File: src/sdlc_pkg.sv
`default_nettype none
package sdlc_pkg;
    localparam int SDLC_WORD_W = 16;
    localparam int SDLC_CODE_W = 12;
    localparam int SDLC_CNT_W = 5;
    localparam logic [4:0] SDLC_LAST_BIT = 5'h0F;
    localparam logic [11:0] SDLC_CODE_RST = 12'h000;
    localparam int SDLC_BUF_DEPTH = 2;
    typedef struct packed {
        logic sclk;
        logic sdata;
        logic sync_n;
        logic load_n;
        logic clear_n;
    } sdlc_pins_t;
    typedef enum logic [1:0] {
        SDLC_IDLE = 2'b00,
        SDLC_SHIFT = 2'b01,
        SDLC_DONE = 2'b10
    } sdlc_state_t;
endpackage
`default_nettype wire

File: src/sdlc_buf.sv
`default_nettype none
module sdlc_buf
    import sdlc_pkg::*;
#(
    parameter int WIDTH = 16,
    parameter int DEPTH = 2
) (
    input wire logic clk_sys,
    input wire logic rst,
    input wire logic in_valid,
    output logic in_ready,
    input wire logic [WIDTH-1:0] in_data,
    output logic out_valid,
    input wire logic out_ready,
    output logic [WIDTH-1:0] out_data
);
    // Pointers are one bit wide, so only a two-entry store is served
    if (DEPTH != 2) begin : g_bad_depth
        $error("sdlc_buf supports DEPTH 2 only");
    end
    logic [WIDTH-1:0] mem_ff [DEPTH];
    logic wr_ptr_ff;
    logic rd_ptr_ff;
    logic [1:0] cnt_ff;
    wire push = in_valid && in_ready;
    wire pop = out_valid && out_ready;
    assign in_ready = (cnt_ff != 2'h2);
    assign out_valid = (cnt_ff != 2'h0);
    assign out_data = mem_ff[rd_ptr_ff];
    always_ff @(posedge clk_sys) begin
        if (rst) begin
            wr_ptr_ff <= 1'b0;
            rd_ptr_ff <= 1'b0;
            cnt_ff <= 2'h0;
        end else begin
            if (push) wr_ptr_ff <= ~wr_ptr_ff;
            if (pop) rd_ptr_ff <= ~rd_ptr_ff;
            cnt_ff <= cnt_ff + {1'b0, push} - {1'b0, pop};
        end
    end
    always_ff @(posedge clk_sys) begin
        if (push) mem_ff[wr_ptr_ff] <= in_data;
    end
endmodule
`default_nettype wire

File: src/sdlc_top.sv
`default_nettype none
module sdlc_top
    import sdlc_pkg::*;
(
    input wire logic clk_sys,
    input wire logic rst,
    input wire logic sclk,
    input wire logic sdata,
    input wire logic sync_n,
    input wire logic load_output_n,
    input wire logic clear_latch_n,
    input wire logic chain_enable,
    input wire logic code_format_select,
    input wire logic code_ready,
    output logic chain_out,
    output logic [SDLC_CODE_W-1:0] latch_code,
    output logic code_valid,
    output logic [SDLC_CODE_W-1:0] code_data
);
    sdlc_pins_t meta_ff;
    sdlc_pins_t pin_ff;
    sdlc_pins_t prev_ff;
    logic [SDLC_WORD_W-1:0] shreg_ff;
    logic [SDLC_CNT_W-1:0] bitcnt_ff;
    logic [SDLC_CODE_W-1:0] latch_ff;
    logic chain_ff;
    logic fmt_ff;
    logic [1:0] strap_meta_ff;
    logic [1:0] prime_ff;
    sdlc_state_t state_ff;
    sdlc_state_t nxt_state;
    logic [SDLC_WORD_W-1:0] nxt_shreg;
    function automatic logic fell(input logic was_level, input logic now_level);
        return was_level && !now_level;
    endfunction
    // The counter must pass one beyond the last bit, and the code must fit the word
    if (SDLC_CODE_W > SDLC_WORD_W || SDLC_WORD_W >= (1 << SDLC_CNT_W)
            || SDLC_WORD_W != int'(SDLC_LAST_BIT) + 1) begin : g_bad_sizes
        $error("sdlc_top word, code and counter sizes disagree");
    end
    // A pin tied low would otherwise look like a falling edge straight after reset,
    // so edges count only once the synchroniser holds real samples
    wire primed = (prime_ff == 2'h3);
    wire sclk_fall = primed && fell(prev_ff.sclk, pin_ff.sclk);
    wire load_fall = primed && fell(prev_ff.load_n, pin_ff.load_n);
    wire [SDLC_CNT_W-1:0] cnt_full = SDLC_LAST_BIT + 5'h01;
    wire in_frame = !pin_ff.sync_n;
    wire shift_en = in_frame && sclk_fall;
    // Auto update needs the strobe tied low; chain mode waits for the strobe instead
    wire auto_upd = shift_en && pin_ff.load_n == 1'b0 && bitcnt_ff == SDLC_LAST_BIT && !chain_ff;
    wire strobe_upd = load_fall && !in_frame;
    wire do_update = pin_ff.clear_n && (auto_upd || strobe_upd);
    wire [SDLC_CODE_W-1:0] new_code = nxt_shreg[SDLC_CODE_W-1:0];
    wire [SDLC_CODE_W-1:0] upd_code = auto_upd ? new_code : shreg_ff[SDLC_CODE_W-1:0];
    wire buf_ready;
    // Oldest bit climbs to the top, so the last bit shifted is the code's LSB
    assign nxt_shreg = {shreg_ff[SDLC_WORD_W-2:0], pin_ff.sdata};
    // DONE only marks a finished frame until sync rises; the saturating bit count is what holds off a second update
    always_comb begin
        nxt_state = state_ff;
        case (state_ff)
            SDLC_IDLE: if (in_frame) nxt_state = SDLC_SHIFT;
            SDLC_SHIFT: begin
                if (!in_frame) nxt_state = SDLC_IDLE;
                else if (auto_upd) nxt_state = SDLC_DONE;
            end
            SDLC_DONE: if (!in_frame) nxt_state = SDLC_IDLE;
            default: nxt_state = SDLC_IDLE;
        endcase
    end
    always_ff @(posedge clk_sys) begin
        if (rst) begin
            meta_ff <= '1;
            pin_ff <= '1;
            prev_ff <= '1;
        end else begin
            meta_ff <= '{sclk, sdata, sync_n, load_output_n, clear_latch_n};
            pin_ff <= meta_ff;
            prev_ff <= pin_ff;
        end
    end
    always_ff @(posedge clk_sys) begin
        if (rst) prime_ff <= 2'h0;
        else if (!primed) prime_ff <= prime_ff + 2'h1;
    end
    // Straps pass two flops and are taken only between frames, so a mode change never splits a word
    always_ff @(posedge clk_sys) begin
        if (rst) begin
            strap_meta_ff <= 2'h0;
            chain_ff <= 1'b0;
            fmt_ff <= 1'b0;
        end else begin
            strap_meta_ff <= {chain_enable, code_format_select};
            if (state_ff == SDLC_IDLE) begin
                chain_ff <= strap_meta_ff[1];
                fmt_ff <= strap_meta_ff[0];
            end
        end
    end
    always_ff @(posedge clk_sys) begin
        if (rst) begin
            state_ff <= SDLC_IDLE;
            shreg_ff <= '0;
            bitcnt_ff <= '0;
        end else begin
            state_ff <= nxt_state;
            if (!in_frame) bitcnt_ff <= '0;
            // Saturates so a long chain frame cannot reach the sixteenth count twice
            else if (shift_en && bitcnt_ff != cnt_full) bitcnt_ff <= bitcnt_ff + 5'h01;
            if (shift_en) shreg_ff <= nxt_shreg;
        end
    end
    // Clear outranks every update, as the latch must read zero while it is held
    always_ff @(posedge clk_sys) begin
        if (rst) begin
            latch_ff <= SDLC_CODE_RST;
        end else if (!pin_ff.clear_n) begin
            latch_ff <= SDLC_CODE_RST;
        end else if (do_update) begin
            latch_ff <= upd_code;
        end
    end
    // Bit leaving the register shows up on the chain output
    always_ff @(posedge clk_sys) begin
        if (rst) chain_out <= 1'b0;
        else chain_out <= chain_ff ? shreg_ff[SDLC_WORD_W-1] : 1'b0;
    end
    assign latch_code = latch_ff;
    // Each latched code is also streamed out; a full buffer drops it since the latch itself is authoritative
    sdlc_buf #(
        .WIDTH(SDLC_CODE_W),
        .DEPTH(SDLC_BUF_DEPTH)
    ) u_buf (
        .clk_sys(clk_sys),
        .rst(rst),
        .in_valid(do_update),
        .in_ready(buf_ready),
        .in_data(fmt_ff ? upd_code : upd_code),
        .out_valid(code_valid),
        .out_ready(code_ready),
        .out_data(code_data)
    );
endmodule
`default_nettype wire

File: config.mk
export PLATFORM = sky130hd
export DESIGN_NAME = sdlc_top
export DESIGN_NICKNAME = d
export VERILOG_FILES = /design/src/sdlc_pkg.sv /design/src/sdlc_buf.sv /design/src/sdlc_top.sv
export SDC_FILE = /design/constraint.sdc
export NUM_CORES = 1
export LEC_CHECK = 0
export BUFFER_PORTS_ARGS = -buffer_cell sky130_fd_sc_hd__buf_2
export CAP_MARGIN = 10
export CORE_ASPECT_RATIO = 0.6
export CORE_MARGIN = 3
export CORE_UTILIZATION = 40
export CTS_CLUSTER_SIZE = 16
export DETAILED_ROUTE_END_ITERATION = 7
export GPL_ROUTABILITY_DRIVEN = 0
export HOLD_SLACK_MARGIN = 0.06
export PLACE_DENSITY = 0.66
export RECOVER_POWER = 25
export SYNTH_ARGS = -nofsm -noshare
export SYNTH_HDL_FRONTEND = slang
export SYNTH_SLANG_ARGS = --single-unit
File: constraint.sdc
create_clock -name clk_sys -period 2.9 [get_ports clk_sys]
set_input_delay 0.435 -clock clk_sys [delete_from_list [all_inputs] [get_ports clk_sys]]
set_output_delay 0.435 -clock clk_sys [all_outputs]
set_load 0.05 [all_outputs]
==> results of run 1 <==
[through the flow]
stage	hold WS (ns)	cell area, um^2
2_1_floorplan	0.389	3190
3_3_place_gp	0.394	3440
3_5_place_dp	0.401	3440
4_1_cts	0.268	3730
5_1_grt	0.268	3710
6_report	0.278	3710
[metal layers]
| metal | wire length (um) | global-route usage | up-vias |
|---|---|---|---|
| met5 | 0 | 0 | - |
| met4 | 62 | 0.0596 | 0 |
| met2 | 2300 | 0.180 | 56 |
| met3 | 372 | 0.0631 | 6 |
| met1 | 3320 | 0.216 | 970 |
| li1 | - | - | 1085 |
[layout by cell type (no fill, tap or decap), types with 4 or more instances in the layout]
cell type,instances
nand2_1,58
clkbuf_1,14
nor2_1,25
ha_1,6
or2_2,14
a21oi_1,19
inv_1,8
clkbuf_16,10
dfxtp_1,57
xnor2_1,4
a311oi_1,13
edfxtp_1,24
mux2_2,24
buf_2,20
buf_4,4
[synth_stat cells (all sizes together)]
cell	instances
nand4bb	1
xor2	2
nand4	1
mux2i	2
inv	8
nand2b	2
ha	6
or2	14
xnor2	4
a311oi	13
nor2	25
and3	1
a21oi	20
a31o	1
nor3b	1
nor2b	2
a211oi	1
nand4b	2
and2	2
edfxtp	24
a221oi	1
a31oi	1
and4b	1
mux2	24
nand2	59
or3	1
clkbuf	9
buf	7
dfxtp	57
o21ai	3
and4bb	1
[how the worst max path moves through the flow]
| stage | start | to | slack, ns | cells past startpoint |
|---|---|---|---|---|
| 5_1_grt | bitcnt_ff[0] | u_buf.mem_ff[0][5] | 0.39 | 7 |
| 3_3_place_gp | bitcnt_ff[0] | u_buf.mem_ff[0][8] | 0.61 | 7 |
| 6_report | bitcnt_ff[0] | u_buf.mem_ff[0][3] | 0.55 | 7 |
| 3_5_place_dp | bitcnt_ff[0] | u_buf.mem_ff[0][8] | 0.55 | 7 |
| 4_1_cts | bitcnt_ff[0] | u_buf.mem_ff[0][8] | 0.54 | 7 |
| 2_1_floorplan | bitcnt_ff[0] | u_buf.mem_ff[0][0] | 0.68 | 7 |
[logic make-up after synthesis]
kind of cell,synth area share
mux,0.0910
compound gates,0.0847
fa+ha+maj,0.0235
flops,0.584
xor+xnor,0.0165
buf+inv,0.0333
simple gates,0.167
[report_power, final]
part | leakage (uW) | internal (uW) | switching, uW
Clock | 0.000138 | 634 | 425
Combinational | 0.000541 | 125 | 230
Sequential | 0.000685 | 1200 | 39.9
[flip-flops by register name, indices dropped and copies added (netlist names), 2 cells and up, named ones only]
name,cells
state_ff,2
u_buf.mem_ff,24
latch_code,12
prime_ff,2
shreg_ff,16
pin_ff,4
bitcnt_ff,5
meta_ff,5
prev_ff,2
u_buf.cnt_ff,2
[critical path: stages (launching register included)]
cell	delay, ns
dfxtp_1	0.39
ha_1	0.21
and3_1	0.17
ha_1	0.13
nor3b_2	0.21
a21oi_2	0.12
or3_1	0.38
inv_1	0.39
[final cells by class]
type | count | area share
sequential | 81 | 0.501
multi-input combinational | 191 | 0.329
clock buffer | 11 | 0.0694
timing repair buffer | 38 | 0.0492
tap | 104 | 0.0350
inverter | 8 | 0.00809
clock inverter | 5 | 0.00775
==> impl_metrics.yaml, run 1 <==
detailed_routing:
  via_per_inst: 4.83
  routedWlPerCell_um: 13.8
  num_vias: 2117
  antenna_left: 0
  drc_errors: 0
  drt_pre_antenna_iters: 4
  drtIter0Drc: 126
  wirelength_mm: 6.05
hold_path:
  hold_path_class: "input pin to register"
  hold_end: "meta_ff[4]"
  whs_path_depth: 2
  hp-start: "sclk"
placed_design:
  portBuffers: 34
  dpl.hpwl_mm: 3.98
  dpl_worst_slack_ns: 0.553
  place_inst: 422
clock_tree:
  cts_buffers: 9
  cts_max_level: 3
  clock_latency_ns: 0.33
  cts_resized: 0
  clkTransAtPathRegs_ns: 0.06
  postCtsSetupRepairBufs: 0
  cts-root-buf: "clkbuf_16"
  postCtsHoldBufs: 0
  cts.sinks: 81
  cts_tree: "done"
  cts.path.max_buffers: 2
worst_setup_path:
  reg2reg_slack_ns: 0.55
  worst-setup-path-type: "register to register"
  endpoint_kind: "register"
  path_max_fanout: 12
  critPathArrivalTime_ns: 2.32
  cp.required_ns: 2.87
  start_kind: "register"
  timing.rr.end: "u_buf.mem_ff[0][3]"
  reg2reg_depth: 7
  reg2reg_from: "bitcnt_ff[0]"
floorplanning:
  core_um2: 7510
  fp.dieH_um: 75.2
  start_util: 0.425
  row_count: 24
  die_x_um: 121
  dieArea_um2: 9120
  pin_count: 36
final_layout:
  multiInputGateArea_um2: 1220
  seq_area_um2: 1860
  fin_util: 0.495
  nets: 345
  final_cells: 438
  diodes: 0
  fillers: 700
  drive_gt1_frac: 0.249
  area_growth_pct: 16.4
sta:
  slew_violations: 41
  setup_violations: 0
  hold_viol_final: 0
  slew_headroom: -0.0261
  fin_crit_ns: 2.35
  timing.fmax_mhz: 426
  period_share: 0.809
  finalSetupTns_ns: 0
  rsz0062_at_grt: "no"
  worstMarginPinSlew_ns: 1.54
  fin_skew_ns: 0.00381
  worst_slack_ns: 0.554
grt:
  grt_pass1_wl_mm: 9.72
  track_usage: 0.145
  grt-ovfl-total: 0
  grt_pass1_vias: 1907
  antenna_found_initial: 0
  grt_max_degree: 41
yosys:
  synth_cells: 296
  synth.area.top_cells: "dfxtp_1 36%, edfxtp_1 23%, mux2_2 8.5%"
  ys_seq_area_frac: 0.584
  avgSynthCellArea_um2: 10.8
  syn_area_um2: 3190
  yosys.area.top_type: "dfxtp_1"
  synth_top_cell_area_share: 0.358
  synth-seq-cells: 81
  synth_cell_type_count: 36
  syn_nets: 312
  ys_warn_count: 0
run_status:
  violations: "capacitance limit, slew limit"
  status: "finished with violations"
run:
  maxCapViolations: 1
power:
  power_density_nw_per_um2: 714
  p_leak_uw: 0.00136
  peakVddDrop_uv: 353
  p_total_uw: 2650
Note: power is estimated with default switching activity, not from simulation.
==> inputs of run 2 (changes only) <==
- clock period: 2.9 -> 2.3 ns (I/O delays scaled with it)
==> run 2 against run 1 <==
Against the previous run:
- the flow now finishes without violations
- sequential power rose by 26%
- clock skew up 0.0024 ns
- combinational power grew 26%
- register-to-register slack lost 0.42 ns
- sequential share of layout area shrank 0.75 points
- power grew 28%
- critical path depth is 2 higher
- fmax up 8.5%
- utilization up 0.82 points
==> impl_metrics.yaml, run 2 (same netlist as run 1, synthesis figures left out) <==
clock_tree:
  cts_resized: 0
  cts_max_level: 3
  postCtsSetupRepairBufs: 0
  clock_latency_ns: 0.33
  cts_tree: "done"
  postCtsHoldBufs: 0
  cts-root-buf: "clkbuf_16"
  clkTransAtPathRegs_ns: 0.06
  cts_buffers: 9
  cts.sinks: 81
  cts.path.max_buffers: 2
hold_path:
  hold_path_class: "input pin to register"
run:
  maxCapViolations: 0
final_layout:
  largest_reg_flops: 24
  diodes: 0
  drive_gt1_frac: 0.260
  layout_common_cells: "58 x nand2_1, 55 x dfxtp_1, 25 x nor2_1, 24 x mux2_2, 24 x edfxtp_1"
  multiInputGateArea_um2: 1230
  seq_area_um2: 1860
  largest_register: "u_buf.mem_ff"
  area_growth_pct: 18.3
  finalInstanceArea_um2: 3770
  final_cells: 442
  layout_commonest_cell: "nand2_1"
  nets: 349
  fillers: 695
detailed_routing:
  drc_errors: 0
  via_per_inst: 4.86
  wirelength_mm: 6.17
  antenna_left: 0
  drtIter0Drc: 141
  drt_pre_antenna_iters: 4
  routedWlPerCell_um: 14.0
  num_vias: 2149
grt:
  grt_use_met2: 0.189
  use_met3: 0.0668
  grt_max_degree: 41
  grt_pass1_vias: 2011
  grt_pass1_wl_mm: 10.2
  antenna_found_initial: 0
  track_usage: 0.151
  top_usage_layer: "met1"
  grt-ovfl-total: 0
  grt_use_met1: 0.224
floorplanning:
  row_count: 24
  start_util: 0.425
  fp.dieH_um: 75.2
  die_x_um: 121
  dieArea_um2: 9120
  pin_count: 36
  core_um2: 7510
sta:
  slew_headroom: 0.569
  setup_violations: 0
  period_share: 0.940
  fin_crit_ns: 2.16
  finalSetupTns_ns: 0
  rsz0062_at_grt: "no"
  slew_violations: 0
  fin_skew_ns: 0.00624
  timing.fmax_mhz: 462
  worstMarginPinSlew_ns: 0.647
  hold_viol_final: 0
worst_setup_path:
  crit_chain: "ha_1, and3_1, ha_1, nor3b_4, buf_4, nand2_4, buf_6, nor2_1, a311oi_1"
  cpMaxStageDelayCell: "dfxtp_2"
  reg2reg_depth: 9
  slowest_delay_ns: 0.34
  crit_family: "simple AND/OR/NAND/NOR gates"
  start_kind: "register"
  timing.rr.end: "latch_code[5]"
  critPathArrivalTime_ns: 2.38
  crit_start: "bitcnt_ff[0]"
  cp.buffers_inverters: 2
  path_max_fanout: 22
  cpMostUsedCell: "ha_1"
  path_depth: 9
  reg2reg_from: "bitcnt_ff[0]"
  worst-setup-path-type: "register to register"
  reg2reg_slack_ns: 0.14
  cp.required_ns: 2.52
  endpoint: "latch_code[5]"
  endpoint_kind: "register"
power:
  power_density_nw_per_um2: 900
  peakVddDrop_uv: 538
  p_leak_uw: 0.00140
placed_design:
  dpl_cell_area_um2: 3490
  dpl.hpwl_mm: 4.13
  place_inst: 426
  portBuffers: 34
run_status:
  status: "finished clean"
## run 2: metrics by stage
stage          worst slack, ns  power, uW  utilization  hold WS [ns]
2_1_floorplan           0.0783       1950            -         0.389
3_3_place_gp             0.183       2030        0.465         0.392
3_5_place_dp             0.102       2040        0.465         0.397
4_1_cts                 0.0561       3440        0.503         0.181
5_1_grt                 0.0317       3550        0.503         0.181
6_report                 0.137       3400        0.503         0.194
## run 2: per-layer routing
layer	routed length (um)	up-vias
li1	-	1100
met1	3330	993
met2	2400	49
met3	363	7
met4	74	0
met5	0	-
## run 2: worst min path at each step
stage | startpoint | end | slack (ns) | cells after the start
6_report | sclk | meta_ff[4] | 0.19 | 2
5_1_grt | sync_n | meta_ff[2] | 0.18 | 2
4_1_cts | sclk | meta_ff[4] | 0.18 | 2
3_5_place_dp | meta_ff[0] | pin_ff[0] | 0.40 | 1
3_3_place_gp | meta_ff[3] | new_code[0] | 0.39 | 1
2_1_floorplan | meta_ff[3] | new_code[0] | 0.39 | 1
## run 2: final cells by class
type                    count  area share
well taps                 104      0.0345
clock buffers              13      0.0663
inverters                   8     0.00795
repair buffers             42      0.0610
clock inverters             3      0.0109
flip-flops and latches     81       0.494
multi-input cells         191       0.325
## run 2: where the power goes
| group | total (uW) | switching, uW | internal, uW |
|---|---|---|---|
| clock | 1390 | 521 | 869 |
| combinational | 448 | 290 | 158 |
| sequential | 1560 | 48.6 | 1510 |
==> inputs of run 3 (changes only) <==
- clock period: 2.3 -> 2.7 ns (I/O delays scaled with it)
==> run 3 against run 2 <==
Against the previous run:
- non-clock buffer count shrank 4
- utilization fell by 0.38 points
- largest cell class unchanged
- routed wire length is essentially flat
- register-to-register slack improved by 0.25 ns
- worst setup slack gained 0.25 ns
- worst hold slack better by 0.063 ns
- sequential share of layout area grew 0.31 points
- clock skew about the same
- die area unchanged
- the flow now finishes with violations (capacitance limit, slew limit)
==> impl_metrics.yaml, run 3 (same netlist as run 1, synthesis figures left out) <==
floorplanning:
  pin_count: 36
  die_x_um: 121
  row_count: 24
  start_util: 0.425
  core_um2: 7510
  dieArea_um2: 9120
  fp.dieH_um: 75.2
worst_setup_path:
  worst-setup-path-type: "register to register"
  reg2reg_depth: 7
  critPathArrivalTime_ns: 2.28
  timing.rr.end: "u_buf.mem_ff[0][1]"
  start_kind: "register"
  cp.required_ns: 2.67
  reg2reg_slack_ns: 0.39
  reg2reg_from: "bitcnt_ff[0]"
  path_max_fanout: 12
  endpoint_kind: "register"
clock_tree:
  cts.sinks: 81
  cts_buffers: 9
  clock_latency_ns: 0.33
  cts_resized: 0
  cts_tree: "done"
  clkTransAtPathRegs_ns: 0.05
  cts-root-buf: "clkbuf_16"
  postCtsHoldBufs: 0
  cts_max_level: 3
  postCtsSetupRepairBufs: 0
  cts.path.max_buffers: 2
detailed_routing:
  drc_errors: 0
  wirelength_mm: 6.17
  via_per_inst: 4.88
  drt_pre_antenna_iters: 4
  antenna_left: 0
  num_vias: 2137
  drtIter0Drc: 166
  routedWlPerCell_um: 14.1
final_layout:
  fillers: 713
  largest_reg_flops: 24
  largest_register: "u_buf.mem_ff"
  layout_common_cells: "58 x nand2_1, 57 x dfxtp_1, 25 x nor2_1, 24 x mux2_2, 24 x edfxtp_1"
  final_cells: 438
  layout_commonest_cell: "nand2_1"
  finalInstanceArea_um2: 3750
  fin_util: 0.499
  area_growth_pct: 17.4
  drive_gt1_frac: 0.249
  diodes: 0
  nets: 345
sta:
  period_share: 0.856
  rsz0062_at_grt: "no"
  finalSetupTns_ns: 0
  worstMarginPinSlew_ns: 1.57
  fin_skew_ns: 0.00657
  fin_crit_ns: 2.31
  setup_violations: 0
  slew_headroom: -0.0449
  hold_viol_final: 0
  timing.fmax_mhz: 433
  slew_violations: 41
hold_path:
  whs_path_depth: 2
  hold_end: "meta_ff[1]"
  hp-start: "load_output_n"
  hold_path_class: "input pin to register"
run_status:
  status: "finished with violations"
  violations: "capacitance limit, slew limit"
grt:
  grt_pass1_vias: 1948
  grt_pass1_wl_mm: 10.0
  antenna_found_initial: 0
  grt-ovfl-total: 0
  track_usage: 0.149
  grt_max_degree: 41
placed_design:
  portBuffers: 34
  place_inst: 422
  dpl.hpwl_mm: 4.10
  dpl_cell_area_um2: 3440
power:
  power_density_nw_per_um2: 792
  p_total_uw: 2970
  peakVddDrop_uv: 399
  p_leak_uw: 0.00138
run:
  maxCapViolations: 1
-- run 3: cell types whose count changed in the layout (fill, tap and decap cells not counted), sizes merged --
cell    delta
inv        -1
clkbuf     +2
buf        -5
-- run 3: worst max-delay path: stages (launching register included) --
cell     delay, ns
dfxtp_1       0.38
ha_1          0.21
and3_1        0.17
ha_1          0.12
nor3b_2       0.21
a21oi_2       0.11
or3_1         0.37
inv_1         0.38
-- run 3: through the flow --
stage	hold WS, ns	setup WS, ns
after floorplan	0.389	0.478
after global placement	0.393	0.412
after detailed placement	0.396	0.378
after CTS	0.237	0.376
after global routing	0.244	0.200
final	0.256	0.389
-- run 3: power by group --
| group | internal [uW] | total (uW) | switching [uW] |
|---|---|---|---|
| Combinational | 134 | 381 | 248 |
| Clock | 815 | 1260 | 441 |
| Sequential | 1290 | 1330 | 42.2 |
-- run 3: worst max-delay path by stage --
| stage | slack (ns) | cells past startpoint | start | to |
|---|---|---|---|---|
| after floorplan | 0.48 | 7 | bitcnt_ff[0] | u_buf.mem_ff[0][0] |
| after global placement | 0.41 | 7 | bitcnt_ff[0] | u_buf.mem_ff[0][6] |
| after detailed placement | 0.38 | 7 | bitcnt_ff[0] | u_buf.mem_ff[0][6] |
| after CTS | 0.38 | 7 | bitcnt_ff[0] | u_buf.mem_ff[0][7] |
| after global routing | 0.20 | 7 | bitcnt_ff[0] | u_buf.mem_ff[0][7] |
| final | 0.39 | 7 | bitcnt_ff[0] | u_buf.mem_ff[0][1] |
-- run 3: metal layers --
| layer | global-route usage | part of all wire |
|---|---|---|
| met2 | 0.193 | 0.37 |
| met1 | 0.216 | 0.55 |
| met5 | 0 | 0 |
| met4 | 0.0484 | 0.012 |
| met3 | 0.0691 | 0.074 |
-- run 3: final cells by class --
type                    count  area [um^2]  area share
clock buffers              14          284      0.0758
clock inverters             2         35.0     0.00935
inverters                   8         30.0     0.00802
multi-input cells         191         1220       0.326
flip-flops and latches     81         1860       0.497
well taps                 104          130      0.0347
repair buffers             38          183      0.0488
